<file path="src/hdl/ufc_cfg.svh">
// Offsets, field positions, ident codes, reset value and level shift of the flow control block
`ifndef UFC_CFG_SVH
`define UFC_CFG_SVH
`define UFC_OFS_EFR     6'h00
`define UFC_OFS_TCR     6'h04
`define UFC_OFS_MCR     6'h08
`define UFC_OFS_IER     6'h0c
`define UFC_OFS_IIR     6'h10
`define UFC_OFS_RES1    6'h14
`define UFC_OFS_RES2    6'h18
`define UFC_OFS_HALT1   6'h1c
`define UFC_OFS_HALT2   6'h20
`define UFC_OFS_FMT     6'h24
`define UFC_OFS_STAT    6'h28
`define UFC_EFR_ACTS    7
`define UFC_EFR_ARTS    6
`define UFC_EFR_SPEC    5
`define UFC_MCR_ANY     5
`define UFC_MCR_RTS     1
`define UFC_IER_HALT    5
`define UFC_IER_CTS     7
`define UFC_IIR_NONE    8'h01
`define UFC_IIR_HALT    8'h10
`define UFC_IIR_CTS     8'h20
`define UFC_FMT_RST     8'h03
`define UFC_LVL_SHIFT   2
`endif

</file>
<file path="src/hdl/ufc_pkg.sv">
// Types shared by the flow control block
package ufc_pkg;
  typedef enum logic [1:0] {
    UFC_IDLE   = 2'b00,
    UFC_FIRST  = 2'b01,
    UFC_SECOND = 2'b10
  } ufc_seq_t;

  typedef struct packed {
    logic        cts_meta;
    logic        cts_sync;
    logic        cts_prev;
    logic [7:0]  enhanced_feature_reg;
    logic [7:0]  flow_threshold_reg;
    logic [7:0]  modem_control_reg;
    logic [7:0]  interrupt_enable_reg;
    logic [7:0]  fmt;
    logic [7:0]  res1;
    logic [7:0]  res2;
    logic [7:0]  halt1;
    logic [7:0]  halt2;
    logic        halted;
    logic        halt_int;
    logic        cts_int;
    logic        pend_h;
    logic        pend_r;
    logic        sent_halt;
    logic        rts_act;
    ufc_seq_t    fseq;
    logic        fkind;
    logic        wait_n;
    logic [31:0] rdata;
    logic        rts_n;
    logic        tx_start;
    logic [7:0]  tx_char;
    logic        tx_pop;
    logic        rx_store;
    logic        irq;
  } ufc_state_t;
endpackage : ufc_pkg

</file>
<file path="src/hdl/ufc_flow.sv">
// One channel of UART hardware and software flow control with its register slave
//
// Notes on behaviour
// - Auto-CTS and auto-RTS enabled separately by enhanced feature bits 7 and 6.
// - With auto-CTS, no FIFO character starts unless CTS is low; flow characters ignore CTS.
// - With auto-RTS, RTS active below halt level, dropped once it is reached.
// - Dropped RTS comes back when the level falls to the resume level.
// - One more character is still accepted after RTS drops.
// - CTS sampled before each character; character sent whenever CTS active.
// - With auto-CTS on, CTS changes raise no interrupt.
// - With auto-CTS off, characters go regardless of CTS.
// - Feature bits 3:2 pick transmit flow characters: none, second, first, both.
// - Feature bits 1:0 pick receive compare: none, second, first, or either (sequence when bits 3:2 are 0 or 3).
// - Threshold nibbles count in steps of four entries.
// - Any-character resume bit makes any non-halt character after a halt resume.
// - In that mode first resume char resumes; the second is swallowed, not stored.
// - Special detect matches second halt char, flags interrupt, no halt, stored.
// - Special-character interrupt cleared by reading the ident register.
// - Halt character stops transmission after the current character.
// - Halt detection sets ident bit 4 when enabled and raises interrupt.
// - Resume character restarts transmission and clears the halt interrupt.
// - Halt characters sent once receive level reaches the halt threshold.
// - Resume characters sent after a halt when level drops to resume.
// - Flow characters framed as data, trimmed to the word length.
// - Halt interrupt reports code 01 0000, cleared by resume or ident read.
`timescale 1ns/1ps
`include "ufc_cfg.svh"

module ufc_flow
  import ufc_pkg::*;
(
  input  wire logic        core_clk_i,
  input  wire logic        resetn_i,
  input  wire logic [5:0]  avs_address_i,
  input  wire logic        avs_read_i,
  input  wire logic        avs_write_i,
  input  wire logic [31:0] avs_writedata_i,
  input  wire logic [3:0]  avs_byteenable_i,
  output logic [31:0]      avs_readdata_o,
  output logic             avs_waitrequest_o,
  input  wire logic        cts_n_i,
  output logic             rts_n_o,
  input  wire logic [6:0]  rx_level_i,
  input  wire logic        rx_valid_i,
  input  wire logic [7:0]  rx_data_i,
  output logic             rx_store_o,
  input  wire logic        tx_fifo_valid_i,
  input  wire logic [7:0]  tx_fifo_data_i,
  output logic             tx_pop_o,
  input  wire logic        tx_busy_i,
  output logic             tx_start_o,
  output logic [7:0]       tx_char_o,
  output logic             irq_o
);

  ufc_state_t s_ff;
  ufc_state_t nxt_s;

  ////////////////////////////////////////////////////////////////////////////
  // Helpers

  // Single character compare against a pair, selected by a two-bit mode
  function automatic logic pair_hit(input logic [7:0] c, input logic [7:0] a,
                                    input logic [7:0] b, input logic [1:0] m);
    pair_hit = (m[1] && (c == a)) || (m[0] && (c == b));
  endfunction : pair_hit

  // Keep only the bits of the configured word length
  function automatic logic [7:0] trim(input logic [7:0] c, input logic [1:0] wl);
    logic [7:0] msk;
    msk = 8'hff >> (2'h3 - wl);
    trim = c & msk;
  endfunction : trim

  ////////////////////////////////////////////////////////////////////////////
  // Next-state logic

  logic [1:0] txm;
  logic [1:0] rxm;
  logic [6:0] halt_lvl;
  logic [6:0] res_lvl;
  logic       seq_mode;
  logic       is_h;
  logic       is_r;
  logic       cts_ok;
  logic       can_go;
  logic       wr_go;
  logic       rd_go;
  logic [7:0] wbyte;
  logic [7:0] rval;
  logic [7:0] fchar;

  always_comb begin
    nxt_s    = s_ff;
    txm      = s_ff.enhanced_feature_reg[3:2];
    rxm      = s_ff.enhanced_feature_reg[1:0];
    halt_lvl = {1'b0, s_ff.flow_threshold_reg[3:0], 2'b00};
    res_lvl  = {1'b0, s_ff.flow_threshold_reg[7:4], 2'b00};
    seq_mode = (rxm == 2'h3) && ((txm == 2'h3) || (txm == 2'h0));
    is_h     = 1'b0;
    is_r     = 1'b0;
    wbyte    = avs_writedata_i[7:0];
    // Both act at the edge where waitrequest is seen low, as the master expects
    wr_go    = avs_write_i && s_ff.wait_n && avs_byteenable_i[0];
    rd_go    = avs_read_i && s_ff.wait_n;
    rval     = 8'h00;
    fchar    = 8'h00;

    // CTS pin synchroniser; levels from the second stage, edges from the second and third
    nxt_s.cts_meta = cts_n_i;
    nxt_s.cts_sync = s_ff.cts_meta;
    nxt_s.cts_prev = s_ff.cts_sync;
    cts_ok = !s_ff.cts_sync || !s_ff.enhanced_feature_reg[`UFC_EFR_ACTS];

    // Bus handshake: one wait cycle, answer on the next edge
    nxt_s.wait_n = (avs_read_i || avs_write_i) && !s_ff.wait_n;

    // Read data mux, captured as waitrequest drops
    if (avs_address_i == `UFC_OFS_EFR) begin
      rval = s_ff.enhanced_feature_reg;
    end else if (avs_address_i == `UFC_OFS_TCR) begin
      rval = s_ff.flow_threshold_reg;
    end else if (avs_address_i == `UFC_OFS_MCR) begin
      rval = s_ff.modem_control_reg;
    end else if (avs_address_i == `UFC_OFS_IER) begin
      rval = s_ff.interrupt_enable_reg;
    end else if (avs_address_i == `UFC_OFS_IIR) begin
      if (s_ff.halt_int && s_ff.interrupt_enable_reg[`UFC_IER_HALT]) begin
        rval = `UFC_IIR_HALT;
      end else if (s_ff.cts_int && s_ff.interrupt_enable_reg[`UFC_IER_CTS]) begin
        rval = `UFC_IIR_CTS;
      end else begin
        rval = `UFC_IIR_NONE;
      end
    end else if (avs_address_i == `UFC_OFS_RES1) begin
      rval = s_ff.res1;
    end else if (avs_address_i == `UFC_OFS_RES2) begin
      rval = s_ff.res2;
    end else if (avs_address_i == `UFC_OFS_HALT1) begin
      rval = s_ff.halt1;
    end else if (avs_address_i == `UFC_OFS_HALT2) begin
      rval = s_ff.halt2;
    end else if (avs_address_i == `UFC_OFS_FMT) begin
      rval = s_ff.fmt;
    end else if (avs_address_i == `UFC_OFS_STAT) begin
      rval = {4'h0, s_ff.sent_halt, s_ff.rts_act, s_ff.cts_sync, s_ff.halted};
    end else begin
      rval = 8'h00;                                                // Unmapped reads as zero
    end
    if ((avs_read_i || avs_write_i) && !s_ff.wait_n) begin
      nxt_s.rdata = {24'h000000, rval};
    end

    // Register writes take effect at the edge where waitrequest is low
    if (wr_go) begin
      if (avs_address_i == `UFC_OFS_EFR) begin
        nxt_s.enhanced_feature_reg = wbyte;
      end else if (avs_address_i == `UFC_OFS_TCR) begin
        nxt_s.flow_threshold_reg = wbyte;
      end else if (avs_address_i == `UFC_OFS_MCR) begin
        nxt_s.modem_control_reg = wbyte;
      end else if (avs_address_i == `UFC_OFS_IER) begin
        nxt_s.interrupt_enable_reg = wbyte;
      end else if (avs_address_i == `UFC_OFS_RES1) begin
        nxt_s.res1 = wbyte;
      end else if (avs_address_i == `UFC_OFS_RES2) begin
        nxt_s.res2 = wbyte;
      end else if (avs_address_i == `UFC_OFS_HALT1) begin
        nxt_s.halt1 = wbyte;
      end else if (avs_address_i == `UFC_OFS_HALT2) begin
        nxt_s.halt2 = wbyte;
      end else if (avs_address_i == `UFC_OFS_FMT) begin
        nxt_s.fmt = wbyte;
      end
    end

    // Reading the ident register clears pending flags; later sets still win
    if (rd_go && (avs_address_i == `UFC_OFS_IIR)) begin
      nxt_s.halt_int = 1'b0;
      nxt_s.cts_int  = 1'b0;
    end

    // CTS rising to inactive flags an interrupt only without auto-CTS
    if (s_ff.cts_sync && !s_ff.cts_prev && !s_ff.enhanced_feature_reg[`UFC_EFR_ACTS]) begin
      nxt_s.cts_int = 1'b1;
    end

    // Receive side character recognition
    nxt_s.rx_store = 1'b0;
    if (rx_valid_i) begin
      nxt_s.rx_store = 1'b1;
      if (s_ff.enhanced_feature_reg[`UFC_EFR_SPEC] && (rx_data_i == s_ff.halt2)) begin
        nxt_s.halt_int = 1'b1;
      end else begin
        if (seq_mode) begin
          is_h = s_ff.pend_h && (rx_data_i == s_ff.halt2);
          is_r = s_ff.pend_r && (rx_data_i == s_ff.res2);
          nxt_s.pend_h = (rx_data_i == s_ff.halt1);
          nxt_s.pend_r = (rx_data_i == s_ff.res1);
          // Flow characters of the active compare are swallowed
          nxt_s.rx_store = !(pair_hit(rx_data_i, s_ff.halt1, s_ff.halt2, rxm) ||
                             pair_hit(rx_data_i, s_ff.res1, s_ff.res2, rxm));
        end else begin
          is_h = pair_hit(rx_data_i, s_ff.halt1, s_ff.halt2, rxm);
          is_r = pair_hit(rx_data_i, s_ff.res1, s_ff.res2, rxm);
          nxt_s.rx_store = !(is_h || is_r);
        end
        if (s_ff.modem_control_reg[`UFC_MCR_ANY] && s_ff.halted && !is_h) begin
          // Any character resumes; a pending second resume char is no longer taken as a resume
          nxt_s.halted   = 1'b0;
          nxt_s.halt_int = 1'b0;
          nxt_s.pend_r   = 1'b0;
        end else if (is_h) begin
          nxt_s.halted   = 1'b1;
          nxt_s.halt_int = 1'b1;
        end else if (is_r) begin
          nxt_s.halted   = 1'b0;
          nxt_s.halt_int = 1'b0;
        end
      end
    end
    if (rxm == 2'h0) begin
      nxt_s.halted = 1'b0;                                         // Avoids a stuck halt
      nxt_s.pend_h = 1'b0;
      nxt_s.pend_r = 1'b0;
    end

    // Auto-RTS hysteresis; no gating of receive data, so the late char lands
    if (rx_level_i >= halt_lvl) begin
      nxt_s.rts_act = 1'b0;
    end else if (!s_ff.rts_act && (rx_level_i <= res_lvl)) begin
      nxt_s.rts_act = 1'b1;
    end
    if (s_ff.enhanced_feature_reg[`UFC_EFR_ARTS]) begin
      nxt_s.rts_n = !s_ff.rts_act;
    end else begin
      nxt_s.rts_n = !s_ff.modem_control_reg[`UFC_MCR_RTS];
    end

    // Queue halt or resume characters from the receive level
    if (txm == 2'h0) begin
      nxt_s.sent_halt = 1'b0;
    end else if (s_ff.fseq == UFC_IDLE) begin
      if (!s_ff.sent_halt && (rx_level_i >= halt_lvl)) begin
        nxt_s.fseq      = UFC_FIRST;
        nxt_s.fkind     = 1'b1;
        nxt_s.sent_halt = 1'b1;
      end else if (s_ff.sent_halt && (rx_level_i <= res_lvl)) begin
        nxt_s.fseq      = UFC_FIRST;
        nxt_s.fkind     = 1'b0;
        nxt_s.sent_halt = 1'b0;
      end
    end

    // Transmit start: flow characters first, then FIFO data
    nxt_s.tx_start = 1'b0;
    nxt_s.tx_pop   = 1'b0;
    can_go = !tx_busy_i && !s_ff.tx_start;
    if ((s_ff.fseq == UFC_FIRST) && (txm != 2'h1)) begin
      fchar = s_ff.fkind ? s_ff.halt1 : s_ff.res1;
    end else begin
      fchar = s_ff.fkind ? s_ff.halt2 : s_ff.res2;
    end
    if (can_go && (s_ff.fseq != UFC_IDLE)) begin
      nxt_s.tx_start = 1'b1;
      nxt_s.tx_char  = trim(fchar, s_ff.fmt[1:0]);
      if ((s_ff.fseq == UFC_FIRST) && (txm == 2'h3)) begin
        nxt_s.fseq = UFC_SECOND;
      end else begin
        nxt_s.fseq = UFC_IDLE;
      end
    end else if (can_go && tx_fifo_valid_i && !s_ff.halted && cts_ok) begin
      nxt_s.tx_start = 1'b1;
      nxt_s.tx_pop   = 1'b1;
      nxt_s.tx_char  = trim(tx_fifo_data_i, s_ff.fmt[1:0]);
    end

    // Interrupt output from enabled flags
    nxt_s.irq = (nxt_s.halt_int && s_ff.interrupt_enable_reg[`UFC_IER_HALT]) ||
                (nxt_s.cts_int && s_ff.interrupt_enable_reg[`UFC_IER_CTS]);
  end

  ////////////////////////////////////////////////////////////////////////////
  // State register; each channel owns a full copy of this state

  always_ff @(posedge core_clk_i or negedge resetn_i) begin
    if (!resetn_i) begin
      s_ff          <= '0;
      s_ff.cts_meta <= 1'b1;
      s_ff.cts_sync <= 1'b1;
      s_ff.cts_prev <= 1'b1;
      s_ff.fmt      <= `UFC_FMT_RST;
      s_ff.rts_act  <= 1'b1;
      s_ff.rts_n    <= 1'b1;
      s_ff.fseq     <= UFC_IDLE;
    end else begin
      s_ff <= nxt_s;
    end
  end

  ////////////////////////////////////////////////////////////////////////////
  // Outputs straight from the state register

  assign avs_readdata_o    = s_ff.rdata;
  assign avs_waitrequest_o = !s_ff.wait_n;
  assign rts_n_o           = s_ff.rts_n;
  assign rx_store_o        = s_ff.rx_store;
  assign tx_pop_o          = s_ff.tx_pop;
  assign tx_start_o        = s_ff.tx_start;
  assign tx_char_o         = s_ff.tx_char;
  assign irq_o             = s_ff.irq;

endmodule : ufc_flow

</file>
<file path="config.mk">
export PLATFORM = sky130hd
export DESIGN_NAME = ufc_flow
export DESIGN_NICKNAME = d
export VERILOG_FILES = /design/src/hdl/ufc_pkg.sv /design/src/hdl/ufc_flow.sv
export VERILOG_INCLUDE_DIRS = /design/src /design/src/hdl
export SDC_FILE = /design/constraint.sdc
export NUM_CORES = 1
export LEC_CHECK = 0
export BUFFER_PORTS_ARGS = -buffer_cell sky130_fd_sc_hd__clkbuf_2
export CORE_AREA = 2 2 127 129
export CTS_CLUSTER_SIZE = 8
export DETAILED_ROUTE_END_ITERATION = 8
export DIE_AREA = 0 0 129 131
export PLACE_DENSITY_LB_ADDON = 0.2
export SYNTH_ARGS = -nofsm -noshare
export SYNTH_HDL_FRONTEND = slang
export SYNTH_SLANG_ARGS = --single-unit
</file>
<file path="constraint.sdc">
create_clock -name core_clk_i -period 2 [get_ports core_clk_i]
set_input_delay 0.1 -clock core_clk_i [delete_from_list [all_inputs] [get_ports core_clk_i]]
set_output_delay 0.1 -clock core_clk_i [all_outputs]
set_load 0.03 [all_outputs]
</file>
==> metrics.csv <==
metric;value;unit
p_sw_share;28.97;%
critPathKind;flop to flop;
finalHoldViolCount;0;
core;15600;µm²
fin_crit_sh;95.91;%
end_kind;flop;
critical_path_required;2.24;ns
reg2reg_from;s_ff[122]$_DFFE_PN0P_;
p_seq_share;45.2;%
drive_above_1_share;37.92;%
p_leak;0.003360;µW
run_status;finished clean;
antenna_left;0;
grt_pass1_wl;26880;µm
cts_tree;done;
drv_cap;0;
multi_input_area;3075;µm²
muxShareOfSynthArea;16.79;%
min-delay-start;tx_fifo_data_i[5];
synth_fa_ha_area_share;2.263;%
grt_max_degree;45;
syn_avg_cell_area;11.14;µm²
drv_slew;0;
worst_ep_arrival_time;2.16;ns
clockPowerShare;36.6;%
diodes;0;
crit_path_start_kind;flop;
start_util;38.99;%
synth_warnings;0;
internal-power;3840;µW
nets;733;
die_area;16900;µm²
synth_ff_type;dfrtp_1;
die_w;129;µm
io_pins;119;
grt_usage;21.51;%
period_minus_slack;1.918;ns
vias;4762;
synth-edff-count;0;
grt-ovfl-total;0;
drtPass1Iterations;6;
ys_ff_latch;107;
synth-xor-area-share;4.609;%
relSlewSlack;57.98;%
numCtsBuffers;9;
ir_drop;0.5197;mV
combPwrFrac;18.2;%
syn-cell-area;6081;µm²
power.density;742.6;nW/µm²
gp_congestion;0.8945;
cts_max_level;3;
cts.reportedPaths.clkPinSlew;0.07;ns
power_switching;1566;µW
cts.path.max_buffers;2;
worst_pin_slew;0.6303;ns
skew;0.01129;ns
hpwl;13370;µm
seq_area;2686;µm²
dp.cells;843;
clockRootBuffer;clkbuf_16;
grt_pass1_vias;4861;
synth_top_family_by_area;multiplexers;
die_y;131;µm
setup_viol;0;
fin_hold_ws;0.05949;ns
cts_sinks;107;
hp-class;input port to flop;
crit_start;s_ff[122]$_DFFE_PN0P_;
clk_latency;0.36;ns
yosysSeqAreaShare;44.18;%
yosys.area_share.simple;12.72;%
vias_per_cell;5.474;
numPortBuffers;67;
fillers;1480;
syn_inst;546;
wl_per_cell;19.94;µm
fin_cells;870;
synth_compound_area_share;11.91;%
max_freq;0.5213;GHz
area_growth;19.73;%
antenna_found_initial;0;
first_iter_violations;418;
critPathMaxFanout;7;
wirelength;17350;µm
synth_async_sr_flop_share;100.0;%
rows;46;
ys_types;67;
drc;0;
## through the flow
| step | instance area [µm²] | TNS [ns] | util, % | total power, µW | worst slack [ns] |
|---|---|---|---|---|---|
| after global placement | 6808 | -0.4459 | 43.65 | 3413 | -0.05581 |
| final | 7281 | 0 | 46.68 | 5407 | 0.08170 |
| after floorplan | 6173 | 0 | - | 3132 | 0.1035 |
| after CTS | 7241 | 0 | 46.42 | 5433 | 0.003859 |
| after detailed placement | 6808 | -0.5869 | 43.65 | 3433 | -0.1015 |
| after global routing | 7281 | -0.01109 | 46.68 | 5616 | -0.01109 |
## state kept, by name (all words and copies together), names as in the netlist
register,cells
rts_n_o,1
nxt_s,2
tx_start_o,1
rx_store_o,1
rxm,2
s_ff,74
res_lvl,4
tx_char_o,8
avs_readdata_o,8
halt_lvl,4
tx_pop_o,1
irq_o,1
## critical path, cell delays in order (launching register included)
cell     delay (ns)
dfrtp_1        0.40
ha_2           0.21
nor3b_4        0.25
buf_12         0.16
mux4_2         0.54
a22oi_1        0.15
o21ai_0        0.09
## power groups by stage
stage / logic, µW / registers, µW / clock network (µW)
after floorplan: 674 / 2460 / 0
after global placement: 933 / 2480 / 0
after detailed placement: 948 / 2480 / 0
after CTS: 974 / 2440 / 2020
after global routing: 1070 / 2460 / 2090
final: 983 / 2450 / 1980
## cell usage after synthesis, drive strengths merged (3+ instances only)
| master | instances | area [µm²] |
|---|---|---|
| a211oi | 4 | 30.03 |
| a21oi | 6 | 30.03 |
| a221oi | 10 | 87.58 |
| a22o | 6 | 52.55 |
| a22oi | 20 | 150.1 |
| a31oi | 5 | 31.28 |
| and2 | 6 | 37.54 |
| and3 | 3 | 18.77 |
| buf | 47 | 337.8 |
| clkbuf | 11 | 41.29 |
| dfrtp | 100 | 2502 |
| dfstp | 7 | 183.9 |
| ha | 11 | 137.6 |
| inv | 20 | 75.07 |
| mux2 | 72 | 810.8 |
| mux2i | 3 | 30.03 |
| mux4 | 8 | 180.2 |
| nand2 | 36 | 137.6 |
| nand2b | 3 | 18.77 |
| nand3 | 8 | 45.04 |
| nand4 | 9 | 56.30 |
| nor2 | 21 | 81.33 |
| nor2b | 6 | 40.04 |
| nor3 | 12 | 81.33 |
| nor3b | 4 | 40.03 |
| nor4 | 5 | 52.55 |
| nor4b | 3 | 41.29 |
| o21a | 5 | 37.54 |
| o21ai | 24 | 120.1 |
| o22ai | 6 | 37.54 |
| or3 | 5 | 31.28 |
| xnor2 | 24 | 210.2 |
| xor2 | 8 | 70.07 |
## repair_timing
action / in CTS / in global routing
resized for setup: 5 / 5
endpoints found under the hold margin: 45 / 0
hold buffers: 8 / 0
endpoints found under the setup margin: 2 / 8
setup buffers: 0 / 3
pin swaps: 0 / 3
## layout by cell type (no fill, tap or decap), types with 7 or more instances in the layout
master         instances
dfrtp_1              100
mux2_2                72
clkbuf_2              66
buf_4                 50
nand2_1               35
xnor2_1               24
conb_1                24
o21ai_0               23
inv_1                 20
nor2_1                20
a22oi_1               19
a221oi_1              10
ha_1                  10
nand4_1                9
nor3_1                 9
clkbuf_16              9
xor2_1                 8
mux4_2                 8
dlygate4sd3_1          8
nand3_1                7
dfstp_2                7
## per-layer routing
layer	vias up	track usage (%)	wire, µm
li1	2154	-	-
met1	2371	28.70	7661
met2	214	35.26	8199
met3	23	4.153	1129
met4	0	7.481	356
met5	-	0	0
## kinds of logic after synthesis
family                   Yosys count
AND/OR/NAND/NOR                  131
buffers and inverters             78
AO/OA/AOI/OAI                    103
XOR/XNOR                          32
flip-flops                       107
adder cells (fa/ha/maj)           11
other                              1
multiplexers                      83
## worst paths after layout
path                                            endpoint  cells after the start  slack, ns
max in group asynchronous              rts_n_o$_DFF_PN1_                      3       0.97
worst max register to register  tx_char_o[5]$_DFFE_PN0P_                      6       0.08
worst max-delay path            tx_char_o[5]$_DFFE_PN0P_                      6       0.08
worst min-delay path            tx_char_o[5]$_DFFE_PN0P_                      3       0.06
min in group asynchronous           s_ff[86]$_DFFE_PN0P_                      2       0.28
worst min register to register      nxt_s[128]$_DFF_PN1_                      0       0.36
## cell type report
class | count | area share, %
Clock buffer | 11 | 3.334
Clock inverter | 5 | 1.169
Inverter | 20 | 1.031
Multi-Input combinational cell | 384 | 42.24
Sequential cell | 107 | 36.90
Tap cell | 216 | 3.712
Timing Repair Buffer | 127 | 11.62
No activity file was read; power rests on OpenSTA's default activity.
